--- src/adc_timing_pkg.sv ---
// Purpose: Shared constants and types for the converter sequencing and readout block.
// Assumes: A 100 MHz clock; every figure below is turned into whole clock cycles.
// Notes: Cycle counts derive from the nanosecond figures, except the serial clock half periods, which a new clock rate also needs edited.
// Contract
// - Busy lasts at most 550 ns, except read-after-convert.
// - Busy falls at least 10 ns after conversion end.
// - Device reset drives busy high after ~10 ns.
// - Busy stays high ~500 ns after device reset.
// - Parallel data valid within 550 ns of start.
// - Parallel data valid before busy falls.
// - Parallel bus access gives valid data within 20 ns.
// - Serial clock driven within 10 ns of select.
// - Deselect floats sync, clock and data within 10 ns.
// - Read-during-convert sync ~135 ns after start.
// - First serial clock edge follows sync by 2 ns.
// - Read-after-convert sync comes after conversion end.
// - Read-after-convert busy drops ~13 ns after sync.
// - Divider settings give minimum periods 8/16/32/64 ns.
// - Divider settings give maximum periods 20/40/70/135 ns.
// - Read-after-convert busy at most 0.84/1.14/1.72/2.88 us.
package adc_timing_pkg;

	// Clock and word size
	localparam int CLOCK_PERIOD_NS = 10;
	localparam int DATA_BITS = 18;
	typedef logic [DATA_BITS-1:0] sample_t; // One conversion result
	typedef logic [1:0] mode_t; // Readout mode pins
	typedef logic [7:0] count_t; // Sequencing counter
	typedef logic [3:0] half_t; // Serial clock half period in cycles

	// Readout modes
	localparam mode_t MODE_PAR18 = 2'h0;
	localparam mode_t MODE_PAR16 = 2'h1;
	localparam mode_t MODE_BYTE = 2'h2;
	localparam mode_t MODE_SERIAL = 2'h3;

	// Internal conversion length, kept short so read-after-convert fits its busy limit
	localparam int CONV_NS = 350;
	localparam int CONV_CYC = CONV_NS / CLOCK_PERIOD_NS;
	// Busy limit outside read-after-convert, rounded down
	localparam int BUSY_MAX_NS = 550;
	localparam int BUSY_MAX_CYC = BUSY_MAX_NS / CLOCK_PERIOD_NS;
	// Parallel data valid limit after start
	localparam int DATA_VALID_NS = 550;
	localparam int DATA_VALID_CYC = DATA_VALID_NS / CLOCK_PERIOD_NS;
	// Busy hold after device reset
	localparam int RESET_HOLD_NS = 500;
	localparam int RESET_HOLD_CYC = RESET_HOLD_NS / CLOCK_PERIOD_NS;
	// Start to sync in read-during-convert
	localparam int SYNC_RDC_NS = 135;
	localparam int SYNC_RDC_CYC = SYNC_RDC_NS / CLOCK_PERIOD_NS;

	// Serial clock half periods: 20, 40, 60 and 120 ns full periods
	localparam half_t HALF_RDC = 4'h1;
	localparam half_t HALF_DIV0 = 4'h1;
	localparam half_t HALF_DIV1 = 4'h2;
	localparam half_t HALF_DIV2 = 4'h3;
	localparam half_t HALF_DIV3 = 4'h6;

	// Read-after-convert busy limits per divider setting
	localparam int RAC_BUSY0_NS = 840;
	localparam int RAC_BUSY1_NS = 1140;
	localparam int RAC_BUSY2_NS = 1720;
	localparam int RAC_BUSY3_NS = 2880;

	// Conversion sequencer states
	typedef enum logic [2:0] {
		C_IDLE = 3'h0,
		C_CONV = 3'h1,
		C_PUSH = 3'h2,
		C_WAIT_DATA = 3'h3,
		C_WAIT_FRAME = 3'h4,
		C_SETTLE = 3'h5,
		C_RESET = 3'h6
	} conv_state_e;

	// Serial frame states
	typedef enum logic [1:0] {
		S_IDLE = 2'h0,
		S_SYNC = 2'h1,
		S_SHIFT = 2'h2
	} ser_state_e;

endpackage : adc_timing_pkg

--- src/adc_readout_timing.sv ---
// Purpose: Conversion sequencing, busy flag and parallel or master serial result readout.
// Assumes: Pins are synchronous to clock; conv_sample is stable at conversion end.
// Notes: Results pass a two-entry buffer; a full buffer holds busy until a reader drains it.
`timescale 1ns/100ps
module adc_readout_timing (
	input wire logic clock, // 100 MHz clock
	input wire logic reset, // Synchronous reset
	input wire logic adc_reset, // Device reset pin, active high
	input wire logic convert_start_n, // Start strobe, falling edge
	input wire adc_timing_pkg::mode_t mode, // Readout mode
	input wire logic read_during_convert, // Serial frame during next conversion
	input wire logic [1:0] serial_clock_divider, // Read-after-convert clock divider
	input wire logic cs_n, // Chip select, active low
	input wire logic rd_n, // Parallel read, active low
	input wire logic [1:0] word_select, // Word or byte select in narrow modes
	input wire adc_timing_pkg::sample_t conv_sample, // Result from converter core
	output logic busy, // Conversion or reset in progress
	output adc_timing_pkg::sample_t data_out, // Parallel data bus
	output logic data_oe, // Parallel bus drive enable
	output logic frame_sync_out, // Serial frame sync
	output logic frame_sync_oe, // Frame sync drive enable
	output logic sclk_out, // Serial clock
	output logic sclk_oe, // Serial clock drive enable
	output logic serial_data_out, // Serial data
	output logic serial_data_oe // Serial data drive enable
);
	import adc_timing_pkg::*;

	conv_state_e conv_state_reg, conv_state_next; // Sequencer
	count_t conv_cnt_reg, conv_cnt_next; // Conversion or reset counter
	logic busy_reg, busy_next; // Busy flag
	logic start_prev_reg, start_prev_next; // Last strobe level
	ser_state_e ser_state_reg, ser_state_next; // Serial frame
	sample_t shift_reg, shift_next; // Serial shifter
	logic [4:0] bit_cnt_reg, bit_cnt_next; // Bits sent
	logic sync_reg, sync_next; // Frame sync
	logic sclk_reg, sclk_next; // Serial clock level
	logic sdo_reg, sdo_next; // Serial data bit
	logic frame_done_reg, frame_done_next; // Pulse as sync drops
	logic ser_oe_reg, ser_oe_next; // Serial drivers on
	sample_t word_reg, word_next; // Last parallel result
	sample_t data_reg, data_next; // Parallel bus value
	logic data_oe_reg, data_oe_next; // Parallel drivers on
	logic start_fall, parallel, serial, rac; // Decoded conditions
	logic push, buf_in_ready, buf_out_valid, buf_out_ready; // Buffer handshakes
	sample_t buf_out_data; // Buffer head
	logic par_pop, ser_pop, tick, restart_tick; // Readout events
	half_t half_sel; // Serial clock pacing

	assign parallel = (mode != MODE_SERIAL);
	assign serial = (mode == MODE_SERIAL);
	assign rac = serial & ~read_during_convert;
	assign start_fall = start_prev_reg & ~convert_start_n;
	assign par_pop = parallel & buf_out_valid;
	assign buf_out_ready = par_pop | ser_pop;

	// Results wait here so a slow reader loses nothing
	two_entry_buffer #(.WIDTH(DATA_BITS), .DEPTH(2)) result_buf (
		.clock(clock),
		.reset(reset),
		.in_data(conv_sample),
		.in_valid(push),
		.in_ready(buf_in_ready),
		.out_data(buf_out_data),
		.out_valid(buf_out_valid),
		.out_ready(buf_out_ready)
	);

	// Serial clock pacing; read-during-convert runs at the fastest rate
	always_comb begin
		case (serial_clock_divider)
			2'h0: half_sel = HALF_DIV0;
			2'h1: half_sel = HALF_DIV1;
			2'h2: half_sel = HALF_DIV2;
			default: half_sel = HALF_DIV3;
		endcase
		if (!rac) begin
			half_sel = HALF_RDC;
		end
	end

	assign restart_tick = (ser_state_reg != S_SHIFT);

	half_period_timer sclk_timer (
		.clock(clock),
		.reset(reset),
		.restart(restart_tick),
		.half_cycles(half_sel),
		.tick(tick)
	);

	// Conversion sequencer and busy flag
	always_comb begin
		conv_state_next = conv_state_reg;
		conv_cnt_next = conv_cnt_reg;
		busy_next = busy_reg;
		start_prev_next = convert_start_n;
		push = 1'b0;
		if (adc_reset) begin
			// Device reset wins over everything and raises busy next edge
			conv_state_next = C_RESET;
			conv_cnt_next = '0;
			busy_next = 1'b1;
		end else begin
			case (conv_state_reg)
				C_IDLE: begin
					// Starts while busy are ignored
					if (start_fall) begin
						conv_state_next = C_CONV;
						conv_cnt_next = '0;
						busy_next = 1'b1;
					end
				end
				C_CONV: begin
					if (conv_cnt_reg == count_t'(CONV_CYC - 1)) begin
						conv_state_next = C_PUSH;
					end else begin
						conv_cnt_next = conv_cnt_reg + 1'b1;
					end
				end
				C_PUSH: begin
					// Conversion ends here; busy is held at least one more cycle
					push = 1'b1;
					if (buf_in_ready) begin
						if (rac) begin
							conv_state_next = C_WAIT_FRAME;
						end else if (parallel) begin
							conv_state_next = C_WAIT_DATA;
						end else begin
							conv_state_next = C_SETTLE;
						end
					end
				end
				C_WAIT_DATA: begin
					// Data lands on the bus as it leaves the buffer
					if (par_pop) begin
						conv_state_next = C_SETTLE;
					end
				end
				C_WAIT_FRAME: begin
					// Busy drops one cycle after sync falls
					if (frame_done_reg) begin
						conv_state_next = C_IDLE;
						busy_next = 1'b0;
					end
				end
				C_SETTLE: begin
					conv_state_next = C_IDLE;
					busy_next = 1'b0;
				end
				C_RESET: begin
					if (conv_cnt_reg == count_t'(RESET_HOLD_CYC - 1)) begin
						conv_state_next = C_IDLE;
						busy_next = 1'b0;
					end else begin
						conv_cnt_next = conv_cnt_reg + 1'b1;
					end
				end
				default: begin
					conv_state_next = C_IDLE;
					busy_next = 1'b0;
				end
			endcase
		end
	end

	// Sequencer registers
	always_ff @(posedge clock) begin
		if (reset) begin
			conv_state_reg <= C_IDLE;
			conv_cnt_reg <= '0;
			busy_reg <= 1'b0;
			start_prev_reg <= 1'b1;
		end else begin
			conv_state_reg <= conv_state_next;
			conv_cnt_reg <= conv_cnt_next;
			busy_reg <= busy_next;
			start_prev_reg <= start_prev_next;
		end
	end

	// Master serial frame: sync, then 18 clocks, MSB first, data changes on falling edges
	always_comb begin
		ser_state_next = ser_state_reg;
		shift_next = shift_reg;
		bit_cnt_next = bit_cnt_reg;
		sync_next = sync_reg;
		sclk_next = sclk_reg;
		sdo_next = sdo_reg;
		frame_done_next = 1'b0;
		ser_pop = 1'b0;
		ser_oe_next = serial & ~cs_n;
		case (ser_state_reg)
			S_IDLE: begin
				if (serial && !cs_n && buf_out_valid && !adc_reset &&
					((!rac && conv_state_reg == C_CONV &&
					conv_cnt_reg == count_t'(SYNC_RDC_CYC - 1)) ||
					(rac && conv_state_reg == C_WAIT_FRAME))) begin
					ser_pop = 1'b1;
					shift_next = buf_out_data;
					sdo_next = buf_out_data[DATA_BITS-1];
					sync_next = 1'b1;
					bit_cnt_next = '0;
					ser_state_next = S_SYNC;
				end
			end
			S_SYNC: begin
				// One clear cycle between sync and the shift state; the first clock edge follows one half period later
				ser_state_next = S_SHIFT;
			end
			S_SHIFT: begin
				if (cs_n) begin
					// Deselect abandons the frame
					sync_next = 1'b0;
					sclk_next = 1'b0;
					frame_done_next = 1'b1;
					ser_state_next = S_IDLE;
				end else if (tick) begin
					sclk_next = ~sclk_reg;
					if (sclk_reg) begin
						shift_next = {shift_reg[DATA_BITS-2:0], 1'b0};
						sdo_next = shift_reg[DATA_BITS-2];
						bit_cnt_next = bit_cnt_reg + 1'b1;
						if (bit_cnt_reg == 5'(DATA_BITS - 1)) begin
							sync_next = 1'b0;
							frame_done_next = 1'b1;
							ser_state_next = S_IDLE;
						end
					end
				end
			end
			default: begin
				ser_state_next = S_IDLE;
			end
		endcase
	end

	// Serial registers
	always_ff @(posedge clock) begin
		if (reset) begin
			ser_state_reg <= S_IDLE;
			shift_reg <= '0;
			bit_cnt_reg <= '0;
			sync_reg <= 1'b0;
			sclk_reg <= 1'b0;
			sdo_reg <= 1'b0;
			frame_done_reg <= 1'b0;
			ser_oe_reg <= 1'b0;
		end else begin
			ser_state_reg <= ser_state_next;
			shift_reg <= shift_next;
			bit_cnt_reg <= bit_cnt_next;
			sync_reg <= sync_next;
			sclk_reg <= sclk_next;
			sdo_reg <= sdo_next;
			frame_done_reg <= frame_done_next;
			ser_oe_reg <= ser_oe_next;
		end
	end

	// Parallel bus: word or byte picked from the last result
	always_comb begin
		word_next = par_pop ? buf_out_data : word_reg;
		case (mode)
			MODE_PAR16: data_next = word_select[0] ?
				{word_next[1:0], 16'h0000} >> 2 : {2'h0, word_next[17:2]};
			MODE_BYTE: begin
				if (word_select == 2'h0) begin
					data_next = {10'h000, word_next[17:10]};
				end else if (word_select == 2'h1) begin
					data_next = {10'h000, word_next[9:2]};
				end else begin
					data_next = {10'h000, word_next[1:0], 6'h00};
				end
			end
			default: data_next = word_next;
		endcase
		data_oe_next = parallel & ~cs_n & ~rd_n;
	end

	// Parallel registers
	always_ff @(posedge clock) begin
		if (reset) begin
			word_reg <= '0;
			data_reg <= '0;
			data_oe_reg <= 1'b0;
		end else begin
			word_reg <= word_next;
			data_reg <= data_next;
			data_oe_reg <= data_oe_next;
		end
	end

	assign busy = busy_reg;
	assign data_out = data_reg;
	assign data_oe = data_oe_reg;
	assign frame_sync_out = sync_reg;
	assign frame_sync_oe = ser_oe_reg;
	assign sclk_out = sclk_reg;
	assign sclk_oe = ser_oe_reg;
	assign serial_data_out = sdo_reg;
	assign serial_data_oe = ser_oe_reg;

	// Checking helpers: busy length and serial clock run length
	localparam int BUSY_LIMIT = BUSY_MAX_CYC;
	localparam int DV_LIMIT = DATA_VALID_CYC;
	localparam int LEN_W = 10; // Wide enough for the slowest read-after-convert busy
	logic [LEN_W-1:0] busy_len_reg; // Cycles busy has been high
	logic [3:0] run_reg; // Cycles since last serial clock change
	logic [LEN_W-1:0] rac_limit; // Busy limit for the divider
	always_ff @(posedge clock) begin
		if (reset) begin
			busy_len_reg <= '0;
			run_reg <= '0;
		end else begin
			busy_len_reg <= busy_reg ? busy_len_reg + 1'b1 : '0;
			// Restart with the pacing timer so the first half period is measured true
			run_reg <= (sclk_next != sclk_reg || restart_tick) ? '0 : run_reg + 1'b1;
		end
	end
	always_comb begin
		case (serial_clock_divider)
			2'h0: rac_limit = LEN_W'(RAC_BUSY0_NS / CLOCK_PERIOD_NS);
			2'h1: rac_limit = LEN_W'(RAC_BUSY1_NS / CLOCK_PERIOD_NS);
			2'h2: rac_limit = LEN_W'(RAC_BUSY2_NS / CLOCK_PERIOD_NS);
			default: rac_limit = LEN_W'(RAC_BUSY3_NS / CLOCK_PERIOD_NS);
		endcase
	end
endmodule : adc_readout_timing

--- src/half_period_timer.sv ---
// Purpose: Pulses once every given number of cycles to pace the serial clock.
// Assumes: half_cycles is at least one and stable while running.
// Notes: Restart aligns the first pulse with the start of a frame.
`timescale 1ns/100ps
module half_period_timer (
	input wire logic clock, // System clock
	input wire logic reset, // Synchronous reset
	input wire logic restart, // Clear the count
	input wire logic [3:0] half_cycles, // Cycles between pulses
	output logic tick // One-cycle pulse
);
	logic [3:0] cnt_reg, cnt_next; // Cycles since last pulse

	// Count up, wrap on the pulse
	always_comb begin
		tick = 1'b0;
		cnt_next = cnt_reg + 1'b1;
		if (restart) begin
			cnt_next = '0;
		end else if (cnt_reg == half_cycles - 1'b1) begin
			tick = 1'b1;
			cnt_next = '0;
		end
	end

	// Counter register
	always_ff @(posedge clock) begin
		if (reset) begin
			cnt_reg <= '0;
		end else begin
			cnt_reg <= cnt_next;
		end
	end

endmodule : half_period_timer

--- src/two_entry_buffer.sv ---
// Purpose: Small result buffer with valid and ready on both sides.
// Assumes: Single clock, synchronous active-high reset.
// Notes: Full and empty come straight from the occupancy count.
`timescale 1ns/100ps
module two_entry_buffer #(
	parameter int WIDTH = 18,
	parameter int DEPTH = 2
) (
	input wire logic clock, // System clock
	input wire logic reset, // Synchronous reset
	input wire logic [WIDTH-1:0] in_data, // Word to store
	input wire logic in_valid, // Writer offers a word
	output logic in_ready, // Room for a word
	output logic [WIDTH-1:0] out_data, // Oldest word
	output logic out_valid, // A word is held
	input wire logic out_ready // Reader takes the word
);
	localparam int PW = (DEPTH > 1) ? $clog2(DEPTH) : 1;
	logic [WIDTH-1:0] mem [DEPTH]; // Storage
	logic [PW-1:0] wr_reg, wr_next; // Write pointer
	logic [PW-1:0] rd_reg, rd_next; // Read pointer
	logic [PW:0] cnt_reg, cnt_next; // Occupancy
	logic push, pop; // Handshakes

	assign in_ready = (cnt_reg != (PW+1)'(DEPTH));
	assign out_valid = (cnt_reg != '0);
	assign out_data = mem[rd_reg];

	// Pointer and count update; wrap is explicit since depth need not be a power of two
	always_comb begin
		push = in_valid & in_ready;
		pop = out_valid & out_ready;
		wr_next = wr_reg;
		rd_next = rd_reg;
		cnt_next = cnt_reg;
		if (push) begin
			wr_next = (wr_reg == PW'(DEPTH-1)) ? '0 : wr_reg + 1'b1;
		end
		if (pop) begin
			rd_next = (rd_reg == PW'(DEPTH-1)) ? '0 : rd_reg + 1'b1;
		end
		if (push && !pop) begin
			cnt_next = cnt_reg + 1'b1;
		end else if (pop && !push) begin
			cnt_next = cnt_reg - 1'b1;
		end
	end

	// State registers
	always_ff @(posedge clock) begin
		if (reset) begin
			wr_reg <= '0;
			rd_reg <= '0;
			cnt_reg <= '0;
		end else begin
			wr_reg <= wr_next;
			rd_reg <= rd_next;
			cnt_reg <= cnt_next;
		end
	end

	// Storage needs no reset; out_valid guards it
	always_ff @(posedge clock) begin
		if (push) begin
			mem[wr_reg] <= in_data;
		end
	end

endmodule : two_entry_buffer
--- config.mk ---
export PLATFORM = sky130hd
export DESIGN_NAME = adc_readout_timing
export DESIGN_NICKNAME = d
export VERILOG_FILES = /design/src/adc_timing_pkg.sv /design/src/adc_readout_timing.sv /design/src/half_period_timer.sv /design/src/two_entry_buffer.sv
export SDC_FILE = /design/constraint.sdc
export NUM_CORES = 1
export LEC_CHECK = 0
export BUFFER_PORTS_ARGS = -buffer_cell sky130_fd_sc_hd__buf_2
export CAP_MARGIN = 30
export CORE_MARGIN = 2
export CORE_UTILIZATION = 40
export DETAILED_ROUTE_END_ITERATION = 8
export GPL_ROUTABILITY_DRIVEN = 0
export PLACE_DENSITY = 0.66
export SETUP_SLACK_MARGIN = 0.3
export SLEW_MARGIN = 20
export SYNTH_ARGS = -nofsm -noshare
export SYNTH_HDL_FRONTEND = slang
export SYNTH_SLANG_ARGS = --single-unit
--- constraint.sdc ---
create_clock -name clock -period 4.2 [get_ports clock]
set_input_delay 0.84 -clock clock [delete_from_list [all_inputs] [get_ports clock]]
set_output_delay 0.84 -clock clock [all_outputs]
set_load 0.02 [all_outputs]
Word-level counts from Yosys, hierarchy flattened
Memory sizes are Yosys's and may differ from the RTL's. A register that Yosys moved wholly into a read port is not among the register bits. Index checks and enable logic that the tools add are counted.

Bits in registers: 87. RAM bits: 36. Input port bits: 31. Output and inout bits: 26. Logic and storage cells: 196. Memories: 1.

$add $sub $neg: 8. Eq/ne operators: 43. Mux-type cells: 73. Bitwise operators: 15. Reduce and logical (&&, ||, !) cells: 36.

Memory list: result_buf.mem (depth 2, width 18, read ports 1, clocked after Yosys merged registers in 1, wr ports 1, line two_entry_buffer.sv:19) `logic [WIDTH-1:0] mem [DEPTH];`.

Operators with widths (number): 17-bit 2-to-1 mux (4); 8-bit 2-to-1 mux (5); 18-bit case mux with 2 select lines (1); 17-bit case mux with 2 select lines (1); 1-bit 2-to-1 mux (31); 3-bit 2-to-1 mux (9); 2-bit inequality test, second input constant (13); 8-bit case mux with 3 select lines (1); 3-bit inequality test, second input constant (7); 5-bit 2-to-1 mux (4); 18-bit 2-to-1 mux (1); 3-bit case mux with 6 select lines (1); 8-bit by 6-bit equality test with 1-bit output, second input constant (2); 16-bit 2-to-1 mux (1); 2-bit 2-to-1 mux (7); 4-bit AND reduction (3); 6-bit AND reduction (2); 5-bit case mux with 2 select lines (1); 5-bit AND reduction (2); 1-bit logical AND (9); 3-bit case mux with 3 select lines (1); 8-bit by 1-bit adder with 8-bit output, second input constant (1); 1-bit bitwise AND (8); 2-bit by 1-bit equality test with 1-bit output, second input constant (4); 30 further kinds (56).

Depth between registers and ports, before layout
Gate-level depths: netlist (run 1).

Depth in word-level cells: 14. Mapped depth: 11. Mapped depth without buffers: 10.

By module
Synthesis (run 1) repeated with hierarchy kept, for this count alone.

Cell total of the unflattened synthesis: 522. Area total of the unflattened synthesis: 5590.4 um^2.

Modules (own cells, without submodules): adc_readout_timing (instances 1, cells an instance 416, area each 3807.4 um^2, seq. area each 1581.5 um^2); two_entry_buffer (instances 1, cells an instance 80, area each 1519.0 um^2, seq. area each 1181.1 um^2); half_period_timer (instances 1, cells an instance 26, area each 264.0 um^2, seq. area each 80.1 um^2).

Worst setup path before layout (run 1)
OpenSTA, ideal clock, no wires.

Path type: in2reg. Start: input port mode[0]. End: register bit_cnt_reg[4]. Arrival: 2815 ps. Data required time: 4140 ps. Slack: 1325 ps. Stages on the path: 9. Path buffers: 0. Cell sequence: ha_1 -> nor2b_1 -> o21ai_0 -> ha_1 -> xnor2_1 -> nor4_2 -> o21ai_1 -> or4_1 -> nand2_1.

Word-level cells in the longest chain between the ends: 9. Elaborated cells between the ends (all ways): 19.

Ends and longest elaborated chain: start: declaration (line adc_readout_timing.sv:10) `input wire adc_timing_pkg::mode_t mode,`; 2-bit equality test * (line adc_readout_timing.sv:51) `assign serial = (mode == MODE_SERIAL);`; 1-bit bitwise AND (line adc_readout_timing.sv:52) `assign rac = serial & ~read_during_convert;`; 4-bit 2-to-1 mux or 1-bit logical NOT (tied branches) (line adc_readout_timing.sv:77, adc_readout_timing.sv:196); 4-bit by 1-bit subtractor with 4-bit output or 1-bit logical AND (tied branches) (line half_period_timer.sv:20, adc_readout_timing.sv:196); 4-bit equality test or 1-bit logical AND (tied branches) (line half_period_timer.sv:20, adc_readout_timing.sv:196); 1-bit 2-to-1 mux or 1-bit logical OR (tied branches) (line half_period_timer.sv:20, adc_readout_timing.sv:197); 1-bit 2-to-1 mux or 1-bit logical AND (tied branches) (line half_period_timer.sv:18, adc_readout_timing.sv:195); 2-bit by 1-bit inequality test with 1-bit output (no line) or 2-bit inequality test (tied branches); 5-bit AND reduction (no line) *; end signal: assignment (line adc_readout_timing.sv:252) `bit_cnt_reg <= bit_cnt_next;`; end: declaration (line adc_readout_timing.sv:35) `logic [4:0] bit_cnt_reg, bit_cnt_next;`.

Every way passes the cells marked *; elsewhere a longest branch is shown, timed or not. A chain may end at the register's enable or synchronous reset.

Worst setup path in the final report (run 1)
Start: input port mode[1]. End: register bit_cnt_reg[4].

The elaborated chain is that of the path after synthesis.

==> results.yml, run 1 <==
timing:
  fin_skew_ns: 0.00871
  rsz0062_at_grt: "no"
  fin_tns_setup_ns: 0
  setup_viol: 0
  hold_viol: 0
  tightest_slew_ns: 0.966
  slew_headroom_pct: 35.6
  min_period_ns: 3.02
  setup_slack_ns: 1.18
  fin_crit_sh_pct: 72.0
  maxSlewViolCount: 0
  fmax_mhz: 331
yosys:
  ys_ff_latch: 124
  syn_area_per_cell_um2: 10.8
  ys_warn_count: 0
  ys_types: 57
  ys.flop_type: "dfxtp_1"
  yosysSeqAreaShare_pct: 52.3
  syn-cell-area_um2: 5430
  synthesis.nets: 545
  synthArstFlopShare_pct: 0
  synth_edf_count: 36
  synthCells: 501
pwr:
  power_density_nw_per_um2: 563
  leakagePower_nw: 2.65
  max-vdd-ir-drop_mv: 0.297
detailed_routing:
  vias: 3956
  routed_wl_um: 11700
  first_pass_iters: 4
  viasPerCell: 5.37
  final_antenna_net_count: 0
  drc: 0
  drt-initial-drc-count: 328
  wire_per_inst_um: 15.9
clock_tree:
  clk-insertion-delay-late_ns: 0.41
  cts_root_buffer: "clkbuf_16"
  ctsHoldBuffers: 0
  cts_tree: "done"
  clk_pin_slew_ns: 0.06
  cts.sinks: 124
  post-cts-setup-buffer-count: 0
  clk_path_buf_depth: 2
  cts_max_level: 4
  cts_buffers: 17
  cts_resized: 0
setup_path:
  worst_ep_arrival_time_ns: 3.38
  critPathLaunchType: "input port"
  critPathMaxFanout: 22
  critPathCaptureType: "flip-flop"
  r2r_cells: 8
  crit_type: "in -> reg"
  crit_required_ns: 4.55
place:
  hpwl_um: 7900
  dpl.cell_count: 705
  place_area_um2: 5820
  port_buffers: 56
  place_ws_ns: 0.776
global_route:
  grt_usage_pct: 16.9
  grt_antenna_before_repair: 0
  overflow: 0
  grt_max_degree: 72
  grt_pass1_wl_um: 18900
  grt_pass1_vias: 3849
floorplanning:
  dieArea_um2: 14500
  ioPinCount: 57
  num_rows: 42
  die_h_um: 121
  initial_core_util_pct: 41.0
  die_x_um: 121
  fp.coreArea_um2: 13200
final_layout:
  synthToLayoutAreaGrowth_pct: 18.5
  fin_area_um2: 6430
  drive_gt1_share_pct: 22.3
  largest_reg_flops: 36
  nets: 592
  diodes: 0
  fin_cells: 737
outcome:
  status: "completed"
run:
  drv_cap: 0
worst_hold_path:
  hold_path_class: "reg -> reg"
  hold_depth: 2
-- worst paths after layout --
path / from / slack (ns) / end
worst max register to register: conv_state_reg[0]$_SDFFE_PP0P_ / 1.66 / result_buf.cnt_reg[1]$_SDFFE_PP0P_
worst min-delay path: shift_reg[2]$_SDFFE_PP0P_ / 0.47 / shift_reg[2]$_SDFFE_PP0P_
worst max-delay path: mode[1] / 1.18 / bit_cnt_reg[4]$_SDFFE_PP0P_
worst min register to register: shift_reg[2]$_SDFFE_PP0P_ / 0.47 / shift_reg[2]$_SDFFE_PP0P_
-- metrics by stage --
| step | power, W | hold WS (ns) | utilization, % |
|---|---|---|---|
| floorplan | 0.00195 | 0.447 | - |
| global placement | 0.00213 | 0.457 | 44.0 |
| detailed placement | 0.00215 | 0.465 | 44.0 |
| CTS | 0.00366 | 0.473 | 48.6 |
| global route | 0.00379 | 0.495 | 48.6 |
| finish | 0.00363 | 0.472 | 48.6 |
-- placed cells by master, fill, tap and decap left out, drive strengths merged, types with 8 or more instances in the layout --
master and instances:
ha 13, nor4 11, mux2 26, a211oi 9, nand3 8, o22ai 9
dfxtp 88, a22oi 8, nand2 14, buf 62, clkbuf 18, o31ai 19
mux2i 38, o21ai 10, inv 18, nor2 56, edfxtp 36, nand4 19
a21oi 16
-- cells by family (layout without fill, tap and decap cells) --
family,after synthesis,count (layout),share of synthesized area [%]
simple gates,150,150,14.6
flops,124,124,52.3
compound gates,93,93,11.8
mux,64,64,12.4
buf+inv,46,106,3.78
fa+ha+maj,13,13,2.99
xor+xnor,11,11,2.03
-- critical path: stages --
cell     delay (ns)
buf_2          0.12
ha_1           0.29
nor2b_1        0.26
o21ai_0        0.13
ha_1           0.30
xnor2_1        0.17
nor4_2         0.35
o21ai_1        0.11
buf_4          0.22
or4_1          0.51
nand2_1        0.08
-- cell usage after synthesis (all sizes together), types with 2 or more instances --
library cell  count  area (um^2)
a211oi            9         67.6
a21o              2         15.0
a21oi            16         80.1
a22oi             8         60.1
a41o              2         20.0
and2              5         31.3
and3              3         18.8
buf              16         91.3
clkbuf           18         68.8
dfxtp            88         1760
edfxtp           36         1080
ha               13          163
inv              12         45.0
mux2             26          293
mux2i            38          380
nand2            14         52.6
nand2b            4         25.0
nand3             8         40.0
nand3b            3         22.5
nand4            19          119
nor2             56          218
nor2b             6         37.5
nor3              4         25.0
nor3b             6         45.0
nor4             11         81.3
o211ai            2         15.0
o21a              2         15.0
o21ai            10         50.0
o21bai            3         22.5
o22ai             9         56.3
o31a              2         17.5
o31ai            19          143
or3               6         37.5
or4               2         15.0
xnor2             5         43.8
xor2              5         43.8
-- where the power goes --
group	total [W]	switching, W	internal, W
Combinational	0.000685	0.000394	0.000292
Sequential	0.00143	0.0000801	0.00135
Clock	0.00151	0.000558	0.000949
Total	0.00363	0.00103	0.00259
-- final cells by class --
class | count | area (um^2)
Timing Repair Buffer | 62 | 325
Clock inverter | 14 | 185
Inverter | 12 | 45.0
Tap cell | 176 | 220
Sequential cell | 124 | 2840
Multi-Input combinational cell | 331 | 2390
Fill cell | 1254 | 6810
Clock buffer | 18 | 429
-- per-layer routing --
metal | routed length, um | global-route usage, % | share of wire, %
met5 | 0 | 0 | 0
met4 | 179 | 6.47 | 1.5
met3 | 408 | 4.62 | 3.5
met2 | 6110 | 29.0 | 52
met1 | 5020 | 20.0 | 43
(Power assumes the default switching activity.)
==> inputs of run 2 (changes only) <==
clock period = 2.9 ns   (was 4.2 ns; I/O delays follow)
==> results.yml, run 2 (synthesis results as in run 1) <==
outcome:
  status: "completed"
detailed_routing:
  drt-initial-drc-count: 398
  vias: 4054
  viasPerCell: 5.41
  first_pass_iters: 5
  routed_wl_um: 12100
  final_antenna_net_count: 0
  wire_per_inst_um: 16.1
  drc: 0
worst_hold_path:
  hold_path_class: "in -> reg"
final_layout:
  layout_common_cells: "dfxtp_1, buf_2, nor2_1, mux2i_1, edfxtp_1"
  multi_input_area_um2: 2400
  ff_latch_area_um2: 2840
  nets: 605
  synthToLayoutAreaGrowth_pct: 20.0
  largest_reg_flops: 36
  drive_gt1_share_pct: 23.7
  fillCellCount: 1224
  final_common_cell: "dfxtp_1"
  diodes: 0
  utilization_pct: 49.2
setup_path:
  crit_required_ns: 3.21
  cp_top_family: "adder cells"
  worst_ep_arrival_time_ns: 2.70
  critPathCaptureType: "flip-flop"
  crit_buf_inv: 3
  slowest_delay_ns: 0.30
  slowest_stage: "ha_1"
  critPathLaunchType: "input port"
  crit_type: "in -> reg"
  critPathMaxFanout: 17
  crit_chain: "buf_2, ha_2, nor2b_2, o21ai_0, ha_1, xnor2_1, nor4_2, buf_4, o21a_1, nor2_4, buf_12, o31ai_1"
clock_tree:
  clk_path_buf_depth: 2
  cts_root_buffer: "clkbuf_16"
  cts_tree: "done"
  cts.sinks: 124
  clk_pin_slew_ns: 0.05
  cts_buffers: 17
  cts_max_level: 4
  clk-insertion-delay-late_ns: 0.41
floorplanning:
  ioPinCount: 57
  die_h_um: 121
  num_rows: 42
  die_x_um: 121
  fp.coreArea_um2: 13200
  dieArea_um2: 14500
  initial_core_util_pct: 41.0
run:
  drv_cap: 0
timing:
  rsz0062_at_grt: "no"
  setup_viol: 0
  fmax_mhz: 418
  min_period_ns: 2.39
  fin_crit_sh_pct: 82.5
  hold_viol: 0
  fin_skew_ns: 0.00958
  slew_headroom_pct: 44.4
  maxSlewViolCount: 0
  tightest_slew_ns: 0.834
  fin_tns_setup_ns: 0
place:
  hpwl_um: 8020
  port_buffers: 56
global_route:
  grt_max_degree: 42
  grt_pass1_wl_um: 19700
  overflow: 0
  grt_usage_pct: 17.4
  grt_pass1_vias: 4032
  grt_antenna_before_repair: 0
pwr:
  power_density_nw_per_um2: 789
  leakagePower_nw: 2.69
  max-vdd-ir-drop_mv: 0.550
[run 2: changes by cell type in the layout (fill, tap and decap cells not counted), sizes merged]
cell | before | now
clkinv | 5 | 6
clkbuf | 18 | 22
buf | 62 | 75
inv | 18 | 12
bufinv | 3 | 2
clkinvlp | 0 | 2
[run 2: area by class of cell]
type | instances | share of cell area (%)
multi-input combinational | 331 | 36.8
timing repair buffer | 75 | 6.87
inverter | 12 | 0.691
clock buffer | 22 | 6.82
tap | 176 | 3.38
clock inverter | 10 | 1.82
sequential | 124 | 43.6
[run 2: worst paths after layout]
path                            cells after the start  slack (ns)                           end                          from
worst max-delay path                               12        0.51     shift_reg[8]$_SDFFE_PP0P_                       mode[0]
worst min-delay path                                2        0.32            data_oe$_SDFF_PP0_                          rd_n
worst max register to register                      7        0.55  conv_cnt_reg[7]$_SDFFE_PP0P_  conv_cnt_reg[0]$_SDFFE_PP0P_
worst min register to register                      2        0.47    shift_reg[16]$_SDFFE_PP0P_    shift_reg[16]$_SDFFE_PP0P_
[run 2: report_power, final]
group	total, W	switching (W)	internal [W]
Clock	0.00202	0.000759	0.00126
Combinational	0.00106	0.000599	0.000464
Sequential	0.00205	0.0000920	0.00196
Total	0.00514	0.00145	0.00369
[run 2: per-layer routing]
metal / GRT usage, % / up-vias / part of all wire (%)
met2: 28.8 / 101 / 50
li1: - / 1979 / -
met4: 6.32 / 0 / 1.8
met1: 21.3 / 1954 / 44
met3: 5.47 / 20 / 4.1
met5: 0 / - / 0
[run 2: repair_timing]
action / in CTS / in global routing
setup buffers: 0 / 1
hold buffers: 0 / 0
resized for setup: 0 / 2
setup endpoints to repair: 0 / 5
[run 2: stage by stage]
step | total power [W] | area (um^2) | setup slack, ns | hold WS, ns | cells
after detailed placement | 0.00314 | 5930 | -0.0133 | 0.464 | 717
after floorplan | 0.00283 | 5430 | 0.319 | 0.447 | 501
after global routing | 0.00538 | 6520 | 0.365 | 0.309 | 750
after CTS | 0.00518 | 6490 | 0.367 | 0.299 | 749
final | 0.00514 | 6520 | 0.508 | 0.321 | 750
after global placement | 0.00312 | 5930 | 0.0986 | 0.457 | 717
==> inputs of run 3 (changes only) <==
PLACE_DENSITY = 0.68   (was 0.66)
clock period = 2.1 ns   (was 2.9 ns; I/O delays follow)
==> results.yml, run 3 (synthesis results as in run 1) <==
outcome:
  status: "completed"
worst_hold_path:
  hold_path_class: "in -> reg"
setup_path:
  crit_start: "conv_cnt_reg[0]$_SDFFE_PP0P_"
  critPathCaptureType: "flip-flop"
  cp_top_family: "simple AND/OR/NAND/NOR gates"
  slowest_stage: "dfxtp_4"
  crit_type: "reg -> reg"
  slowest_delay_ns: 0.35
  crit_top_cell: "ha_4"
  crit_buf_inv: 1
  crit_required_ns: 2.44
  worst_ep_arrival_time_ns: 2.35
  critPathMaxFanout: 3
  r2r-end: "result_buf.cnt_reg[1]$_SDFFE_PP0P_"
  critPathLaunchType: "flip-flop"
  regToRegStartpoint: "conv_cnt_reg[0]$_SDFFE_PP0P_"
  r2r_cells: 10
  crit_chain: "inv_4, ha_4, nor3b_4, a41o_1, nand2_2, and2_4, ha_4, xor2_1, or3_4, a21oi_2"
  crit_cells: 10
  rrSetupSlack_ns: 0.09
  crit_path_end: "result_buf.cnt_reg[1]$_SDFFE_PP0P_"
pwr:
  switching_share_pct: 28.3
  switchingPower_w: 0.00216
  max-vdd-ir-drop_mv: 0.766
  pwr-share-seq_pct: 36.8
  power_density_nw_per_um2: 994
  p_comb_share_pct: 25.3
  pwr-share-clk_pct: 37.9
  intPower_w: 0.00547
  leakagePower_nw: 3.21
clock_tree:
  cts_max_level: 4
  cts_buffers: 17
  cts_root_buffer: "clkbuf_16"
  clk-insertion-delay-late_ns: 0.42
  clk_pin_slew_ns: 0.05
  cts_tree: "done"
  cts.sinks: 124
  clk_path_buf_depth: 2
place:
  place_ws_ns: -0.351
  port_buffers: 56
  hpwl_um: 8750
floorplanning:
  die_h_um: 121
  fp.coreArea_um2: 13200
  dieArea_um2: 14500
  num_rows: 42
  ioPinCount: 57
  die_x_um: 121
  initial_core_util_pct: 41.0
timing:
  hold_slack_ns: 0.160
  rsz0062_at_grt: "yes"
  setup_viol: 0
  fin_skew_ns: 0.0132
  hold_viol: 0
  fmax_mhz: 497
  setup_slack_ns: 0.0894
  tightest_slew_ns: 0.433
  maxSlewViolCount: 0
  min_period_ns: 2.01
  fin_tns_setup_ns: 0
  slew_headroom_pct: 71.1
  fin_crit_sh_pct: 95.7
final_layout:
  fillCellCount: 1094
  layout_common_cells: "dfxtp_1, buf_4, buf_2, nor2_1, mux2i_1"
  multi_input_area_um2: 2780
  utilization_pct: 58.0
  synthToLayoutAreaGrowth_pct: 41.4
  nets: 676
  largest_reg_flops: 36
  diodes: 0
  drive_gt1_share_pct: 40.5
  final_common_cell: "dfxtp_1"
  ff_latch_area_um2: 2850
detailed_routing:
  final_antenna_net_count: 0
  routed_wl_um: 14700
  drc: 0
  first_pass_iters: 5
  vias: 4504
  viasPerCell: 5.49
  wire_per_inst_um: 17.9
  drt-initial-drc-count: 348
global_route:
  grt_max_degree: 62
  grt_pass1_vias: 4408
  overflow: 0
  grt_usage_pct: 19.4
  grt_pass1_wl_um: 22000
  grt_antenna_before_repair: 0
run:
  drv_cap: 0
## run 3: power groups by stage
stage / registers [W] / clock network, W / logic (W)
3_3_place_gp: 0.00284 / 0 / 0.00175
4_1_cts: 0.00280 / 0.00294 / 0.00184
5_1_grt: 0.00283 / 0.00305 / 0.00208
2_1_floorplan: 0.00291 / 0 / 0.00104
6_report: 0.00281 / 0.00290 / 0.00193
3_5_place_dp: 0.00285 / 0 / 0.00178
## run 3: stage by stage
stage	total power (W)	instances	cell area, um^2
floorplan	0.00395	501	5550
global placement	0.00459	752	6330
detailed placement	0.00463	752	6330
CTS	0.00759	804	7250
global route	0.00796	821	7680
finish	0.00763	821	7680
## run 3: final cells by class
class                           count  area share, %
Timing Repair Buffer              143           15.5
Sequential cell                   124           37.1
Tap cell                          176           2.87
Inverter                           12          0.651
Clock buffer                       19           5.90
Multi-Input combinational cell    334           36.2
Clock inverter                     13           1.82
## run 3: layer usage
layer,vias up,part of all wire (%),wire length (um),GRT usage (%)
met2,146,52,7600,34.0
met4,0,2.0,293,7.78
li1,2126,-,-,-
met5,-,0,0,0
met1,2201,41,6020,22.9
met3,31,5.5,813,4.67
## run 3: repair_timing
action / CTS / global route
setup buffers: 15 / 10
hold buffers: 0 / 0
gates resized for setup: 43 / 46
cloned: 5 / 7
endpoints found under the setup margin: 76 / 82
pin swaps: 28 / 28
## run 3: how the worst min path moves through the flow
stage	startpoint	depth (start not counted)	endpoint	slack [ns]
final	rd_n	2	data_oe$_SDFF_PP0_	0.16
after global routing	rd_n	2	data_oe$_SDFF_PP0_	0.16
after CTS	rd_n	2	data_oe$_SDFF_PP0_	0.15
after detailed placement	shift_reg[16]$_SDFFE_PP0P_	2	shift_reg[16]$_SDFFE_PP0P_	0.47
after global placement	shift_reg[4]$_SDFFE_PP0P_	2	shift_reg[4]$_SDFFE_PP0P_	0.46
after floorplan	shift_reg[10]$_SDFFE_PP0P_	2	shift_reg[10]$_SDFFE_PP0P_	0.45
